[src/spiasc_pkg.sv]
/*
 Package for the serial audio/SPI control block: register offsets, control
 field positions, reset values, word lengths, state codes and carrier types.
 Assumes a 32-bit register port with byte addresses on four address bits.
*/
`default_nettype none
package spiasc_pkg;
    localparam logic [3:0]  A_CTRL    = 4'h0;
    localparam logic [3:0]  A_DATA    = 4'h4;
    localparam logic [3:0]  A_BAUD    = 4'h8;
    localparam logic [3:0]  A_STAT    = 4'hc;
    localparam int          B_MCLK    = 23;
    localparam int          B_FEDGE   = 17;
    localparam int          B_EBUF    = 16;
    localparam int          B_ON      = 15;
    localparam int          B_ISTOP   = 13;
    localparam int          B_DOD     = 12;
    localparam int          B_W32     = 11;
    localparam int          B_W16     = 10;
    localparam int          B_SMP     = 9;
    localparam int          B_CKE     = 8;
    localparam int          B_AUD     = 7;
    localparam int          B_CKP     = 6;
    localparam int          B_MST     = 5;
    localparam int          B_FRM     = 4;
    localparam logic [31:0] CTRL_MASK = 32'h0083_bff0;
    localparam logic [31:0] LOCK_MASK = 32'h0081_0000;
    localparam logic [31:0] CTRL_RST  = 32'h0000_0000;
    localparam logic [15:0] BAUD_RST  = 16'h0001;
    localparam logic [5:0]  LEN8      = 6'h08;
    localparam logic [5:0]  LEN16     = 6'h10;
    localparam logic [5:0]  LEN24     = 6'h18;
    localparam logic [6:0]  LEN32     = 7'h20;
    localparam int          S_BUSY    = 0;
    localparam int          S_RXF     = 1;
    localparam int          S_TXF     = 2;
    localparam int          S_TXE     = 3;

    typedef enum logic [2:0] {
        ST_IDLE  = 3'b001,
        ST_PRE   = 3'b010,
        ST_SHIFT = 3'b100
    } spiasc_state_t;

    typedef struct packed {
        logic mclk;
        logic fedge;
        logic ebuf;
        logic on;
        logic istop;
        logic dod;
        logic w32;
        logic w16;
        logic sample_phase;
        logic cke;
        logic aud;
        logic clock_polarity;
        logic mst;
        logic frm;
    } spiasc_ctrl_t;

    typedef struct packed {
        logic sck;
        logic sck_oe;
        logic sdo;
        logic sdo_oe;
        logic fs;
        logic fs_oe;
    } spiasc_pins_t;

    // Word length and channel length in bits; 7 bits wide so that 32 is held as LEN32
    typedef struct packed {
        logic [6:0] dlen;
        logic [6:0] chan;
    } spiasc_len_t;
endpackage
`default_nettype wire

[src/spiasc_core.sv]
/*
 Serial port engine working as plain SPI, framed SPI or audio (two channel)
 serial link, with control, data, baud and status registers on a plain port.
 Assumes all pin inputs are synchronous to i_clk and that the reference
 clock arrives as a one-cycle enable pulse i_ref_clk_en.
*/
// Local design decisions: the address map and the plain strobed port.
// Contract
// Clock select 1 feeds the baud generator from the reference clock, 0 from the bus clock.
// In framed mode, frame edge 1 puts the sync pulse on the first bit, 0 one bit before it.
// The enhanced buffer bit switches the deeper transmit queue on or off.
// The module on bit enables the module; clearing it disables all of it.
// With idle stop set the module halts while the processor is idle.
// Data-out disable releases the data output pin; clear, the module drives it.
// In audio mode the width bits pick 24/32/64, 16/32/64 or 16/16/32 data/channel/frame.
// Outside audio mode the width bits pick 32, 16 or 8 bit words.
// As master, sample phase 1 samples at the end of the bit, 0 in its middle.
// As slave, input is always sampled in the middle of the bit.
// Clock edge 1 changes data on the active-to-idle edge, 0 on the idle-to-active edge.
// Clock select and enhanced buffer bits are writable only while the module is off.
// The clock edge bit is ignored in framed mode and should be written zero there.
// In audio mode the clock behaves as if polarity were 1.
// Clock polarity sets the idle level of the serial clock.
`timescale 1ns/10ps
`default_nettype none
module spiasc_core
    import spiasc_pkg::*;
#(
    parameter int TXQ_DEPTH = 4
) (
    input  wire logic         i_clk,
    input  wire logic         i_rst,
    input  wire logic [3:0]   i_addr,
    input  wire logic [31:0]  i_wdata,
    input  wire logic         i_wr,
    input  wire logic         i_rd,
    output logic [31:0]       o_rdata,
    input  wire logic         i_ref_clk_en,
    input  wire logic         i_cpu_idle,
    input  wire logic         i_sck,
    input  wire logic         i_ss_n,
    input  wire logic         i_sdi,
    output spiasc_pins_t      o_pins
);
    localparam int QW = (TXQ_DEPTH > 1) ? $clog2(TXQ_DEPTH) : 1;
    localparam logic [QW:0] QCAP = QW'(TXQ_DEPTH) == '0 ? {1'b1, {QW{1'b0}}} : (QW+1)'(TXQ_DEPTH);

    function automatic spiasc_ctrl_t dec_ctrl(input logic [31:0] r);
        return '{r[B_MCLK], r[B_FEDGE], r[B_EBUF], r[B_ON], r[B_ISTOP], r[B_DOD],
                 r[B_W32], r[B_W16], r[B_SMP], r[B_CKE], r[B_AUD], r[B_CKP], r[B_MST], r[B_FRM]};
    endfunction

    function automatic spiasc_len_t widths(input spiasc_ctrl_t c);
        spiasc_len_t l;
        if (c.aud) begin
            l.dlen = c.w32 ? {1'b0, LEN24} : {1'b0, LEN16};
            l.chan = (c.w32 | c.w16) ? LEN32 : {1'b0, LEN16};
        end else begin
            l.dlen = c.w32 ? LEN32 : (c.w16 ? {1'b0, LEN16} : {1'b0, LEN8});
            l.chan = l.dlen;
        end
        return l;
    endfunction

    logic [31:0]   ctrl_q;
    logic [15:0]   baud_q;
    logic [15:0]   bcnt_q;
    logic [31:0]   q_mem [TXQ_DEPTH];
    logic [QW-1:0] wp_q;
    logic [QW-1:0] rp_q;
    logic [QW:0]   qcnt_q;
    spiasc_state_t st_q;
    logic          h_q;
    logic [6:0]    bit_q;
    logic [31:0]   sh_q;
    logic [31:0]   rsh_q;
    logic [31:0]   rx_q;
    logic          rxf_q;
    logic          ws_q;
    logic          first_q;
    logic          sckp_q;
    logic [31:0]   rdata_q;
    spiasc_pins_t  pins_q;

    spiasc_ctrl_t  c;
    spiasc_len_t   len;
    logic          ckp_eff;
    logic          cke_eff;
    logic          smp_eff;
    logic          halt;
    logic          run;
    logic          src_en;
    logic          tick;
    logic          wr_ctrl;
    logic          push;
    logic          pop;
    logic [QW:0]   cap;
    logic          lead_e;
    logic          trail_e;
    logic          samp;
    logic          shift;
    logic          last;
    logic          done;
    logic          start;
    logic [31:0]   rnext;
    logic [31:0]   dmask;

    assign c       = dec_ctrl(ctrl_q);
    assign len     = widths(c);
    assign ckp_eff = c.aud | c.clock_polarity;
    assign cke_eff = c.cke & ~c.frm;
    assign smp_eff = c.mst & c.sample_phase;
    assign halt    = c.istop & i_cpu_idle;
    assign run     = c.on & ~halt;
    assign src_en  = c.mclk ? i_ref_clk_en : 1'b1;
    assign tick    = run & c.mst & src_en & (bcnt_q == baud_q) & (st_q != ST_IDLE);
    assign wr_ctrl = i_wr & (i_addr == A_CTRL);
    assign cap     = c.ebuf ? QCAP : (QW+1)'(1);
    assign push    = i_wr & (i_addr == A_DATA) & (qcnt_q < cap);
    assign last    = bit_q == (len.chan - 7'h01);
    assign dmask   = 32'hffff_ffff >> (LEN32 - len.dlen);

    // Slave clock edges, named against the effective idle level
    assign lead_e  = run & ~c.mst & (sckp_q == ckp_eff) & (i_sck != ckp_eff);
    assign trail_e = run & ~c.mst & (sckp_q != ckp_eff) & (i_sck == ckp_eff);

    always_comb begin
        samp  = 1'b0;
        shift = 1'b0;
        done  = 1'b0;
        if (st_q == ST_SHIFT) begin
            if (c.mst) begin
                samp  = tick & (h_q == smp_eff);
                shift = tick & h_q & ~last;
                done  = tick & h_q & last;
            end else begin
                samp  = cke_eff ? lead_e : trail_e;
                shift = cke_eff ? trail_e : (lead_e & ~first_q);
                done  = samp & last;
            end
        end
    end

    assign rnext = samp ? {rsh_q[30:0], i_sdi} : rsh_q;
    assign start = run & (st_q == ST_IDLE) & (c.mst ? (qcnt_q != '0) : ~i_ss_n);
    assign pop   = start & (qcnt_q != '0);

    always_ff @(posedge i_clk or posedge i_rst) begin
        if (i_rst) begin
            ctrl_q <= CTRL_RST;
        end else if (wr_ctrl) begin
            // Locked bits keep their value while the module runs
            ctrl_q <= c.on ? ((i_wdata & CTRL_MASK & ~LOCK_MASK) | (ctrl_q & LOCK_MASK))
                           : (i_wdata & CTRL_MASK);
        end
    end

    always_ff @(posedge i_clk or posedge i_rst) begin
        if (i_rst) begin
            baud_q <= BAUD_RST;
        end else if (i_wr && i_addr == A_BAUD) begin
            baud_q <= i_wdata[15:0];
        end
    end

    // Half-bit divider; counts only on enables from the selected source
    always_ff @(posedge i_clk or posedge i_rst) begin
        if (i_rst) begin
            bcnt_q <= '0;
        end else if (!run || st_q == ST_IDLE) begin
            bcnt_q <= '0;
        end else if (src_en) begin
            bcnt_q <= (bcnt_q == baud_q) ? '0 : bcnt_q + 16'h0001;
        end
    end

    always_ff @(posedge i_clk) begin
        if (push) begin
            q_mem[wp_q] <= i_wdata;
        end
    end

    always_ff @(posedge i_clk or posedge i_rst) begin
        if (i_rst) begin
            wp_q   <= '0;
            rp_q   <= '0;
            qcnt_q <= '0;
        end else begin
            if (push) begin
                wp_q <= (wp_q == QW'(TXQ_DEPTH - 1)) ? '0 : wp_q + QW'(1);
            end
            if (pop) begin
                rp_q <= (rp_q == QW'(TXQ_DEPTH - 1)) ? '0 : rp_q + QW'(1);
            end
            qcnt_q <= qcnt_q + (QW+1)'(push) - (QW+1)'(pop);
        end
    end

    always_ff @(posedge i_clk or posedge i_rst) begin
        if (i_rst) begin
            st_q    <= ST_IDLE;
            h_q     <= 1'b0;
            bit_q   <= '0;
            sh_q    <= '0;
            rsh_q   <= '0;
            first_q <= 1'b0;
            ws_q    <= 1'b0;
        end else if (!c.on) begin
            st_q <= ST_IDLE;
            ws_q <= 1'b0;
        end else begin
            rsh_q <= rnext;
            if (tick) begin
                h_q <= ~h_q;
            end
            case (st_q)
                ST_IDLE: begin
                    if (start) begin
                        // Slave with nothing queued answers with zeros
                        sh_q    <= (pop ? q_mem[rp_q] : '0) << (LEN32 - len.dlen);
                        bit_q   <= '0;
                        h_q     <= 1'b0;
                        first_q <= 1'b1;
                        st_q    <= (c.mst && c.frm && !c.aud && !c.fedge) ? ST_PRE : ST_SHIFT;
                    end
                end
                ST_PRE: begin
                    if (tick && h_q) begin
                        st_q <= ST_SHIFT;
                    end
                end
                ST_SHIFT: begin
                    if (!c.mst && i_ss_n) begin
                        st_q <= ST_IDLE;
                    end else if (done) begin
                        st_q <= ST_IDLE;
                        ws_q <= c.aud & ~ws_q;
                    end else begin
                        if (shift) begin
                            sh_q    <= {sh_q[30:0], 1'b0};
                            first_q <= 1'b0;
                        end
                        if (c.mst ? shift : samp) begin
                            bit_q <= bit_q + 7'h01;
                        end
                    end
                end
                default: begin
                    st_q <= ST_IDLE;
                end
            endcase
        end
    end

    always_ff @(posedge i_clk or posedge i_rst) begin
        if (i_rst) begin
            rx_q  <= '0;
            rxf_q <= 1'b0;
        end else if (done) begin
            // Audio channels carry data in their top bits
            rx_q  <= (rnext >> (len.chan - len.dlen)) & dmask;
            rxf_q <= 1'b1;
        end else if (i_rd && i_addr == A_DATA) begin
            rxf_q <= 1'b0;
        end
    end

    always_ff @(posedge i_clk or posedge i_rst) begin
        if (i_rst) begin
            sckp_q <= 1'b0;
        end else begin
            sckp_q <= i_sck;
        end
    end

    always_ff @(posedge i_clk or posedge i_rst) begin
        if (i_rst) begin
            pins_q <= '0;
        end else begin
            pins_q.sck    <= ckp_eff ^ ((st_q == ST_SHIFT) & (h_q ? cke_eff : ~cke_eff));
            pins_q.sck_oe <= c.on & c.mst;
            pins_q.sdo    <= (st_q == ST_SHIFT) & sh_q[31];
            pins_q.sdo_oe <= c.on & ~c.dod;
            pins_q.fs     <= c.aud ? ws_q
                           : c.frm & ((st_q == ST_PRE) | ((st_q == ST_SHIFT) & c.fedge & (bit_q == '0)));
            pins_q.fs_oe  <= c.on & c.mst & (c.frm | c.aud);
        end
    end

    always_ff @(posedge i_clk or posedge i_rst) begin
        if (i_rst) begin
            rdata_q <= '0;
        end else if (i_rd) begin
            case (i_addr)
                A_CTRL:  rdata_q <= ctrl_q;
                A_DATA:  rdata_q <= rx_q;
                A_BAUD:  rdata_q <= {16'h0000, baud_q};
                A_STAT:  rdata_q <= {28'h0, qcnt_q == '0, qcnt_q >= cap, rxf_q, st_q != ST_IDLE};
                default: rdata_q <= '0;
            endcase
        end else begin
            rdata_q <= '0;
        end
    end

    assign o_rdata = rdata_q;
    assign o_pins  = pins_q;

    chk_clock_source: assert property (@(posedge i_clk) disable iff (i_rst)
        c.mclk && !i_ref_clk_en |-> !tick) else $error("baud tick without reference enable");
    chk_frame_lead: assert property (@(posedge i_clk) disable iff (i_rst)
        st_q == ST_PRE && c.on |=> o_pins.fs) else $error("frame pulse missing before first bit");
    chk_enh_depth: assert property (@(posedge i_clk) disable iff (i_rst)
        !c.ebuf && !$past(c.ebuf) |-> qcnt_q <= 1) else $error("queue deeper than one without enhanced buffer");
    chk_off_quiet: assert property (@(posedge i_clk) disable iff (i_rst)
        !c.on |=> st_q == ST_IDLE && !o_pins.sck_oe && !o_pins.sdo_oe) else $error("module active while off");
    chk_idle_freeze: assert property (@(posedge i_clk) disable iff (i_rst)
        halt && c.on && !wr_ctrl |=> $stable(bit_q) && $stable(sh_q) && $stable(st_q)) else $error("engine moved in idle");
    chk_sdo_release: assert property (@(posedge i_clk) disable iff (i_rst)
        c.dod |=> !o_pins.sdo_oe) else $error("data pin driven while released");
    chk_audio_width: assert property (@(posedge i_clk) disable iff (i_rst)
        c.aud && c.w32 |-> len.dlen == 7'd24 && len.chan == 7'd32) else $error("audio width wrong");
    chk_word_len: assert property (@(posedge i_clk) disable iff (i_rst)
        !c.aud && !c.w32 && !c.w16 |-> len.chan == 7'd8) else $error("8-bit word length wrong");
    chk_sample_phase: assert property (@(posedge i_clk) disable iff (i_rst)
        st_q == ST_SHIFT && c.mst && tick && h_q && c.sample_phase |-> samp) else $error("late sample missing");
    chk_lock_bits: assert property (@(posedge i_clk) disable iff (i_rst)
        c.on && wr_ctrl |=> $stable(ctrl_q[B_MCLK]) && $stable(ctrl_q[B_EBUF])) else $error("locked bit changed");
    chk_audio_idle: assert property (@(posedge i_clk) disable iff (i_rst)
        c.aud && st_q == ST_IDLE |=> o_pins.sck) else $error("audio idle clock not high");
    chk_idle_level: assert property (@(posedge i_clk) disable iff (i_rst)
        st_q == ST_IDLE |=> o_pins.sck == $past(ckp_eff)) else $error("idle clock level wrong");
endmodule
`default_nettype wire

[config.mk]
export PLATFORM = sky130hd
export DESIGN_NAME = spiasc_core
export DESIGN_NICKNAME = d
export VERILOG_FILES = /design/src/spiasc_pkg.sv /design/src/spiasc_core.sv
export SDC_FILE = /design/constraint.sdc
export NUM_CORES = 1
export LEC_CHECK = 0
export BUFFER_PORTS_ARGS = -buffer_cell sky130_fd_sc_hd__buf_2
export CORE_MARGIN = 10
export CORE_UTILIZATION = 55
export DETAILED_ROUTE_END_ITERATION = 6
export PLACE_DENSITY = 0.71
export SYNTH_ARGS = -nofsm -noshare
export SYNTH_HDL_FRONTEND = slang
export SYNTH_SLANG_ARGS = --single-unit
[constraint.sdc]
create_clock -name i_clk -period 8.9 [get_ports i_clk]
set_input_delay 1.335 -clock i_clk [delete_from_list [all_inputs] [get_ports i_clk]]
set_output_delay 1.335 -clock i_clk [all_outputs]
set_load 0.01 [all_outputs]
==> impl_metrics.yaml, run 1 <==
status:
  status: "completed"
pwr:
  power_switching_share_pct: 28.2
  power.share.sequential_pct: 44.4
  power.leakage_nw: 7.29
  power_density_over_the_cells_mw_per_mm2: 241
  net-switching-power_mw: 1.13
  p_int_mw: 2.89
  combPwrFrac_pct: 18.0
  max-vdd-ir-drop_mv: 0.240
  clockPowerShare_pct: 37.6
cts:
  postCtsResizedCells: 0
  cts_made_buffers: 37
  clockBufferDepth: 3
  root_buffer: "sky130_fd_sc_hd__clkbuf_16"
  cts.repair_timing.setup_buffer_count: 0
  cts.hold.buffers_added: 0
  tritoncts: "built"
  cts_max_level: 2
  number_of_clock_sinks: 330
  cts.clk_slew.worst_paths_ns: 0.06
  clkLatencyLatePin_ns: 0.52
sta:
  timing_hold_violations_final: 0
  finalWorstPathRequiredPeriod_ns: 3.95
  drv_slew: 0
  worst_slew_margin_rel_pct: 18.9
  fin_setup_tns_ns: 0
  post_route_fraction_of_the_period_consumed_by_the_critical_path_pct: 44.4
  setup-violations-final: 0
  timing.final.ws_setup_ns: 4.95
  rsz0062_at_grt: "no"
  tightest_pin_transition_ns: 1.21
  finClkSkew_ns: 0.0176
  max_freq_mhz: 253
final_layout:
  final_layout_size_suffix_gt1_share_pct: 21.0
  layout_commonest_cell: "sky130_fd_sc_hd__dfrtp_1"
  area.sequential_sq_mm: 0.00890
  final_cell_mix: "sky130_fd_sc_hd__dfrtp_1 (199), sky130_fd_sc_hd__edfxtp_1 (128), sky130_fd_sc_hd__nand2_1 (116)"
  finalNetCount: 1263
  fillers: 1956
  num_antenna_cells: 0
  area_delta_synth_final_pct: 13.5
  multiInputGateArea_sq_mm: 0.00547
drt:
  postRouteAntennaNets: 0
  route.detailed.wl_per_inst_um: 21.9
  wl_um: 34300
  firstDrtPassIters: 5
  remaining_drcs: 0
  vias_per_cell: 5.95
  vias: 9311
  initialDrtViolationCount: 1009
floorplanning:
  fp.dieH_um: 184
  top_level_ports: 83
  initial_utilization_pct: 56.1
  chipWidth_um: 184
  num_rows: 59
  die_area_sq_mm: 0.0337
  core_sq_mm: 0.0262
yosys:
  dominantRegCellSynth: "sky130_fd_sc_hd__dfrtp_1"
  synthTopCellsByArea: "sky130_fd_sc_hd__dfrtp_1 (34%), sky130_fd_sc_hd__edfxtp_1 (26%), sky130_fd_sc_hd__mux4_2 (4.9%)"
  synthCells: 1120
  yosysWarnings: 0
  syn_area_per_cell_sq_um: 13.1
  synth_sequential_area_ratio_pct: 60.5
  syn_nets: 1182
  share_of_flip_flops_with_an_asynchronous_set_or_reset_pct: 61.2
  area_leader_netlist: "sky130_fd_sc_hd__dfrtp_1"
  ys_seq_elements: 330
  synth_largest_type_area_fraction_pct: 34.0
  synth_edf_count: 128
  mappedNetlistArea_sq_mm: 0.0147
  post_synth_num_cell_types: 73
worst_hold_path:
  holdCritPathClass: "flip-flop to flip-flop"
grt:
  overflow: 0
  antenna_found_initial: 0
  grt_util_all_layers_pct: 20.5
  via_count_of_the_first_global_routing_pass: 9557
  grt_first_pass_wirelength_um: 54600
  pin_count_of_the_biggest_net_entering_global_routing: 131
placement:
  finalWeightedCongestion: 0.882
  dp.final_hpwl_um: 23100
  port-buffer-count: 82
  dp_slack_ns: 4.88
setup_path:
  critical_path_arrival_ns: 4.29
  critPathLaunchType: "flip-flop"
  cp-end-kind: "flip-flop"
  timing.setup.critical_path_class: "flip-flop to flip-flop"
  path_max_fanout: 35
  critPathRequiredTime_ns: 9.23
job:
  drv_cap: 0
-- power by group through the flow --
stage / combinational, mW / clock (mW) / sequential (mW)
final: 0.723 / 1.51 / 1.79
after global placement: 0.713 / 0 / 1.81
after detailed placement: 0.725 / 0 / 1.82
after floorplan: 0.576 / 0 / 1.74
after CTS: 0.731 / 1.55 / 1.79
after global routing: 0.800 / 1.60 / 1.80
-- path summary, 6_finish.rpt --
check                       endpoint  cells after the start  slack [ns]       start
setup / recovery             rx_q[7]                     11        4.95  ctrl_q[11]
min in group asynchronous  o_pins[1]                      2        0.98       i_rst
max in group asynchronous    rp_q[0]                      3        6.29       i_rst
hold reg to reg             rx_q[24]                      2        0.48    rx_q[24]
hold / removal              rx_q[24]                      2        0.48    rx_q[24]
setup reg to reg             rx_q[7]                     11        4.95  ctrl_q[11]
-- sequential cells by signal, summed over array words and instances (netlist names), 6 cells and up --
register,count
o_rdata,32
sh_q,32
baud_q,16
bcnt_q,16
rx_q,32
ctrl_q,14
rsh_q,32
bit_q,7
o_pins,6
q_mem,128
-- cells in the mapped netlist (10+ instances only) --
cell type                  number
sky130_fd_sc_hd__clkbuf_1      39
sky130_fd_sc_hd__inv_1         37
sky130_fd_sc_hd__mux4_2        32
sky130_fd_sc_hd__mux2i_1       44
sky130_fd_sc_hd__a21oi_1       59
sky130_fd_sc_hd__nor3_1        10
sky130_fd_sc_hd__nor2_1        45
sky130_fd_sc_hd__and3_1        24
sky130_fd_sc_hd__nand2_1      116
sky130_fd_sc_hd__xnor2_1       30
sky130_fd_sc_hd__o21ai_0       33
sky130_fd_sc_hd__and2_1        11
sky130_fd_sc_hd__ha_1          16
sky130_fd_sc_hd__dfrtp_1      200
sky130_fd_sc_hd__mux2_1        43
sky130_fd_sc_hd__nand2b_1      10
sky130_fd_sc_hd__edfxtp_1     128
sky130_fd_sc_hd__nand3_1       12
sky130_fd_sc_hd__a22o_1        24
sky130_fd_sc_hd__a22oi_1       20
sky130_fd_sc_hd__mux2_2        51
-- logic make-up after synthesis --
group                    share of synthesized area [%]
buffers and inverters                             2.54
AO/OA/AOI/OAI                                     9.24
AND/OR/NAND/NOR                                   8.82
flip-flops                                        60.5
XOR/XNOR                                          2.32
multiplexers                                      15.1
adder cells (fa/ha/maj)                           1.50
-- final cells by class --
class                   count  share of cell area [%]
clock buffers              48                    6.16
clock inverters            19                    1.21
inverters                  37                   0.877
multi-input cells         697                    32.8
flip-flops and latches    330                    53.3
well taps                 335                    2.51
repair buffers             98                    3.18
-- stage by stage --
| stage | util (%) | total power, mW | std cells | cell area [sq um] | hold WS, ns |
|---|---|---|---|---|---|
| after global placement | 59.0 | 2.53 | 1497 | 15500 | 0.460 |
| after global routing | 63.7 | 4.21 | 1564 | 16700 | 0.507 |
| after floorplan | - | 2.32 | 1120 | 14700 | 0.420 |
| after CTS | 63.7 | 4.07 | 1564 | 16700 | 0.483 |
| after detailed placement | 59.0 | 2.54 | 1497 | 15500 | 0.465 |
| final | 63.7 | 4.03 | 1564 | 16700 | 0.481 |
-- per-layer routing --
metal,vias to the layer above,GRT usage (%),routed length (um)
met2,267,33.7,16800
met4,0,8.10,1230
met5,-,0,0
met3,73,2.79,1680
li1,4292,-,-
met1,4679,27.3,14500
-- critical path, cell delays in order (launching register included) --
cell                       delay [ns]
sky130_fd_sc_hd__dfrtp_1         0.66
sky130_fd_sc_hd__buf_4           0.34
sky130_fd_sc_hd__nor3_1          0.39
sky130_fd_sc_hd__inv_1           0.15
sky130_fd_sc_hd__ha_1            0.22
sky130_fd_sc_hd__xor2_1          0.17
sky130_fd_sc_hd__a2111o_1        0.30
sky130_fd_sc_hd__nand2_1         0.09
sky130_fd_sc_hd__o211a_2         0.24
sky130_fd_sc_hd__nand2_1         0.71
sky130_fd_sc_hd__nand2_1         0.37
sky130_fd_sc_hd__o211ai_1        0.13
Power figures use the tool's default switching activity.
==> run 2: changes to the inputs <==
Clock period 8.9 ns to 3.7 ns, I/O delays scaled along.
==> impl_metrics.yaml, run 2 (same netlist as run 1, synthesis figures left out) <==
sta:
  setup-violations-final: 0
  max_freq_mhz: 300
  tightest_pin_transition_ns: 0.916
  finalWorstPathRequiredPeriod_ns: 3.33
  timing_hold_violations_final: 0
  worst_hold_slack_ns: 0.0384
  fin_setup_tns_ns: 0
  post_route_fraction_of_the_period_consumed_by_the_critical_path_pct: 90.0
  worst_slew_margin_rel_pct: 38.8
  drv_slew: 0
  finClkSkew_ns: 0.0149
  timing.final.ws_setup_ns: 0.371
  rsz0062_at_grt: "no"
setup_path:
  path_max_fanout: 32
  timing.setup.critical_path_class: "flip-flop to flip-flop"
  critical_path_arrival_ns: 3.72
  cp-end-kind: "flip-flop"
  critPathLaunchType: "flip-flop"
  reg2reg_depth: 11
  critPathRequiredTime_ns: 4.09
grt:
  antenna_found_initial: 0
  overflow: 0
  grt_util_met1_pct: 26.9
  grt_first_pass_wirelength_um: 55000
  grt.met3_usage_pct: 2.94
  grt_most_used_layer: "met2"
  pin_count_of_the_biggest_net_entering_global_routing: 96
  grt_util_all_layers_pct: 20.8
  via_count_of_the_first_global_routing_pass: 9762
  globalRouteMet2Util_pct: 35.6
floorplanning:
  top_level_ports: 83
  chipWidth_um: 184
  fp.dieH_um: 184
  die_area_sq_mm: 0.0337
  num_rows: 59
  initial_utilization_pct: 56.1
  core_sq_mm: 0.0262
drt:
  vias_per_cell: 5.92
  wl_um: 34500
  route.detailed.wl_per_inst_um: 21.9
  initialDrtViolationCount: 766
  postRouteAntennaNets: 0
  firstDrtPassIters: 5
  remaining_drcs: 0
  vias: 9316
pwr:
  max-vdd-ir-drop_mv: 0.345
  power_density_over_the_cells_mw_per_mm2: 568
  post-layout-total-power_mw: 9.51
  power.leakage_nw: 7.32
cts:
  cts.hold.buffers_added: 0
  clkLatencyLatePin_ns: 0.52
  cts_max_level: 2
  clockBufferDepth: 3
  root_buffer: "sky130_fd_sc_hd__clkbuf_16"
  tritoncts: "built"
  postCtsResizedCells: 0
  cts.clk_slew.worst_paths_ns: 0.06
  cts_made_buffers: 35
  cts.repair_timing.setup_buffer_count: 0
  number_of_clock_sinks: 330
final_layout:
  registers.top_by_ff_count: "q_mem"
  fillers: 2018
  largest_register_ffs: 128
  layout_commonest_cell: "sky130_fd_sc_hd__dfrtp_1"
  final-instance-count-excl-fill: 1573
  area_delta_synth_final_pct: 13.7
  final_layout_size_suffix_gt1_share_pct: 21.2
  num_antenna_cells: 0
  finalNetCount: 1274
  final_cell_mix: "sky130_fd_sc_hd__dfrtp_1 (199), sky130_fd_sc_hd__edfxtp_1 (128), sky130_fd_sc_hd__nand2_1 (116)"
placement:
  port-buffer-count: 82
  dp.final_hpwl_um: 23600
  place.detailed.instances: 1510
  finalWeightedCongestion: 0.883
  dp_slack_ns: 0.437
status:
  status: "completed"
worst_hold_path:
  holdCritPathClass: "input pin to asynchronous set/reset pin"
job:
  drv_cap: 0
-- run 2: cell types whose count changed in the layout (fill, tap and decap cells not counted), sizes merged --
cell and change:
bufinv -1, clkinv -4, clkinvlp -2, inv -3, clkbuf +6, buf +13
-- run 2: layout make-up --
cell class / instances / area, sq um / area share (%)
Timing Repair Buffer: 111 / 678 / 4.05
Multi-Input combinational cell: 697 / 5470 / 32.7
Tap cell: 335 / 419 / 2.51
Sequential cell: 330 / 8900 / 53.2
Clock buffer: 54 / 1010 / 6.03
Clock inverter: 9 / 113 / 0.673
Inverter: 37 / 143 / 0.852
-- run 2: per-stage QoR --
| step | util, % | cell area (sq um) |
|---|---|---|
| after global routing | 63.8 | 16700 |
| after CTS | 63.8 | 16700 |
| after floorplan | - | 14700 |
| final | 63.8 | 16700 |
| after detailed placement | 59.6 | 15600 |
| after global placement | 59.6 | 15600 |
-- run 2: worst max-delay path: stages, from the launching register on --
cell	delay [ns]
sky130_fd_sc_hd__dfrtp_1	0.53
sky130_fd_sc_hd__nor3_1	0.32
sky130_fd_sc_hd__inv_1	0.11
sky130_fd_sc_hd__ha_1	0.21
sky130_fd_sc_hd__xor2_1	0.18
sky130_fd_sc_hd__a2111o_1	0.30
sky130_fd_sc_hd__nand2_1	0.10
sky130_fd_sc_hd__o211a_2	0.22
sky130_fd_sc_hd__a31oi_1	0.16
sky130_fd_sc_hd__o31ai_4	0.27
sky130_fd_sc_hd__buf_4	0.42
sky130_fd_sc_hd__mux2_1	0.37
-- run 2: path summary, 6_finish.rpt --
path / start / end / slack, ns
worst min-delay path: i_rst / o_rdata[28] / 0.04
worst max register to register: ctrl_q[7] / sh_q[10] / 0.37
min in group i_clk: i_sck / sckp_q / 0.20
worst min register to register: rx_q[25] / rx_q[25] / 0.48
max in group asynchronous: i_rst / baud_q[0] / 2.82
worst max-delay path: ctrl_q[7] / sh_q[10] / 0.37
-- run 2: metal layers --
metal  wire (um)  vias up
met4         806        0
met3        1420       51
li1            -     4306
met5           0        -
met1       14600     4732
met2       17600      227
-- run 2: where the power goes --
part	internal, mW	switching, mW	total, mW
clock network	2.03	1.41	3.43
registers	4.00	0.233	4.23
logic	0.810	1.03	1.84
total	6.84	2.67	9.51
==> run 3: changes to the inputs <==
Settings changed: CELL_PAD_IN_SITES_DETAIL_PLACEMENT from default to 0, CELL_PAD_IN_SITES_GLOBAL_PLACEMENT from default to 1, CORE_UTILIZATION 55 to 51, PLACE_DENSITY 0.71 to 0.78.
==> impl_metrics.yaml, run 3 (same netlist as run 1, synthesis figures left out) <==
final_layout:
  final_util_pct: 59.3
  multiInputGateArea_sq_mm: 0.00547
  largest_register_ffs: 128
  fillers: 2368
  num_antenna_cells: 0
  final_cell_mix: "sky130_fd_sc_hd__dfrtp_1 (199), sky130_fd_sc_hd__edfxtp_1 (128), sky130_fd_sc_hd__nand2_1 (116)"
  finalNetCount: 1276
  final_layout_size_suffix_gt1_share_pct: 22.0
  area_delta_synth_final_pct: 15.1
  layout_commonest_cell: "sky130_fd_sc_hd__dfrtp_1"
  registers.top_by_ff_count: "q_mem"
  area.sequential_sq_mm: 0.00890
cts:
  cts.clk_slew.worst_paths_ns: 0.06
  postCtsResizedCells: 0
  cts_made_buffers: 35
  clockBufferDepth: 3
  root_buffer: "sky130_fd_sc_hd__clkbuf_16"
  cts.repair_timing.setup_buffer_count: 0
  tritoncts: "built"
  cts.hold.buffers_added: 0
  clkLatencyLatePin_ns: 0.52
  number_of_clock_sinks: 330
  cts_max_level: 2
pwr:
  post-layout-total-power_mw: 9.80
  p_int_mw: 7.07
  power.leakage_nw: 7.40
  power_density_over_the_cells_mw_per_mm2: 579
  combPwrFrac_pct: 19.2
  power_switching_share_pct: 27.9
  max-vdd-ir-drop_mv: 0.324
  power.share.sequential_pct: 43.2
  net-switching-power_mw: 2.73
  clockPowerShare_pct: 37.7
floorplanning:
  core_sq_mm: 0.0285
  chipWidth_um: 190
  top_level_ports: 83
  initial_utilization_pct: 51.5
  die_area_sq_mm: 0.0360
  fp.dieH_um: 190
  num_rows: 62
drt:
  vias_per_cell: 5.75
  remaining_drcs: 0
  initialDrtViolationCount: 929
  route.detailed.wl_per_inst_um: 21.8
  wl_um: 35500
  postRouteAntennaNets: 0
  vias: 9344
  firstDrtPassIters: 5
grt:
  antenna_found_initial: 1
  grt_most_used_layer: "met2"
  grt_first_pass_wirelength_um: 56000
  pin_count_of_the_biggest_net_entering_global_routing: 60
  globalRouteMet2Util_pct: 34.4
  grt_util_met1_pct: 25.6
  via_count_of_the_first_global_routing_pass: 9661
  grt_util_all_layers_pct: 19.8
  grt.met3_usage_pct: 2.98
  overflow: 0
setup_path:
  critical_path_arrival_ns: 3.53
  cp-end-kind: "flip-flop"
  path_max_fanout: 13
  critical-path-slowest-cell: "sky130_fd_sc_hd__dfstp_2"
  critPathTopFamily: "simple AND/OR/NAND/NOR gates"
  critPathBufInv: 1
  cp_cell_sequence: "or3b_4, nor3_2, nand2b_1, inv_1, nand3_1, nor2_1, a22o_1, mux2_1"
  critPathLaunchType: "flip-flop"
  timing.setup.critical_path_class: "flip-flop to flip-flop"
  critical_path.max_stage_delay_ns: 0.56
  critPathRequiredTime_ns: 4.16
sta:
  timing_hold_violations_final: 0
  fin_setup_tns_ns: 0
  worst_slew_margin_rel_pct: 41.9
  post_route_fraction_of_the_period_consumed_by_the_critical_path_pct: 83.1
  finalWorstPathRequiredPeriod_ns: 3.07
  finClkSkew_ns: 0.0183
  max_freq_mhz: 325
  setup-violations-final: 0
  rsz0062_at_grt: "no"
  tightest_pin_transition_ns: 0.869
  timing.final.ws_setup_ns: 0.625
  drv_slew: 0
placement:
  dp.final_hpwl_um: 24800
  dp_slack_ns: 0.600
  finalWeightedCongestion: 0.869
  port-buffer-count: 82
worst_hold_path:
  holdCritPathClass: "input pin to asynchronous set/reset pin"
job:
  drv_cap: 0
status:
  status: "completed"
## run 3: cell type report
cell class | instances | share of cell area (%)
multi-input cells | 697 | 32.3
repair buffers | 113 | 4.17
clock buffers | 45 | 5.88
flip-flops and latches | 330 | 52.6
inverters | 37 | 0.843
clock inverters | 19 | 1.38
well taps | 384 | 2.84
## run 3: layer usage
layer	vias to the layer above	share of wire [%]
li1	4327	-
met1	4759	42
met2	203	52
met3	55	3.9
met4	0	1.9
met5	-	0
## run 3: power by group through the flow
| stage | Combinational [mW] | Clock, mW | Sequential (mW) |
|---|---|---|---|
| after floorplan | 1.39 | 0 | 4.19 |
| after global placement | 1.86 | 0 | 4.30 |
| after detailed placement | 1.89 | 0 | 4.30 |
| after CTS | 1.90 | 3.76 | 4.23 |
| after global routing | 2.07 | 3.91 | 4.26 |
| final | 1.88 | 3.69 | 4.23 |
## run 3: path summary, 6_finish.rpt
path                       cells after the start     endpoint      from  slack (ns)
setup reg to reg                               8      sh_q[1]   st_q[0]        0.63
hold reg to reg                                2     rx_q[31]  rx_q[31]        0.47
hold / removal                                 2  o_rdata[19]     i_rst        0.07
min in group i_clk                             1       sckp_q     i_sck        0.22
setup / recovery                               8      sh_q[1]   st_q[0]        0.63
max in group asynchronous                      3   o_rdata[8]     i_rst        2.75
## run 3: through the flow
step	hold WS, ns	cells	instance area [sq um]
floorplan	0.420	1120	14700
CTS	0.0737	1625	16900
finish	0.0697	1625	16900
detailed placement	0.465	1561	15700
global placement	0.458	1561	15700
global route	0.0891	1625	16900
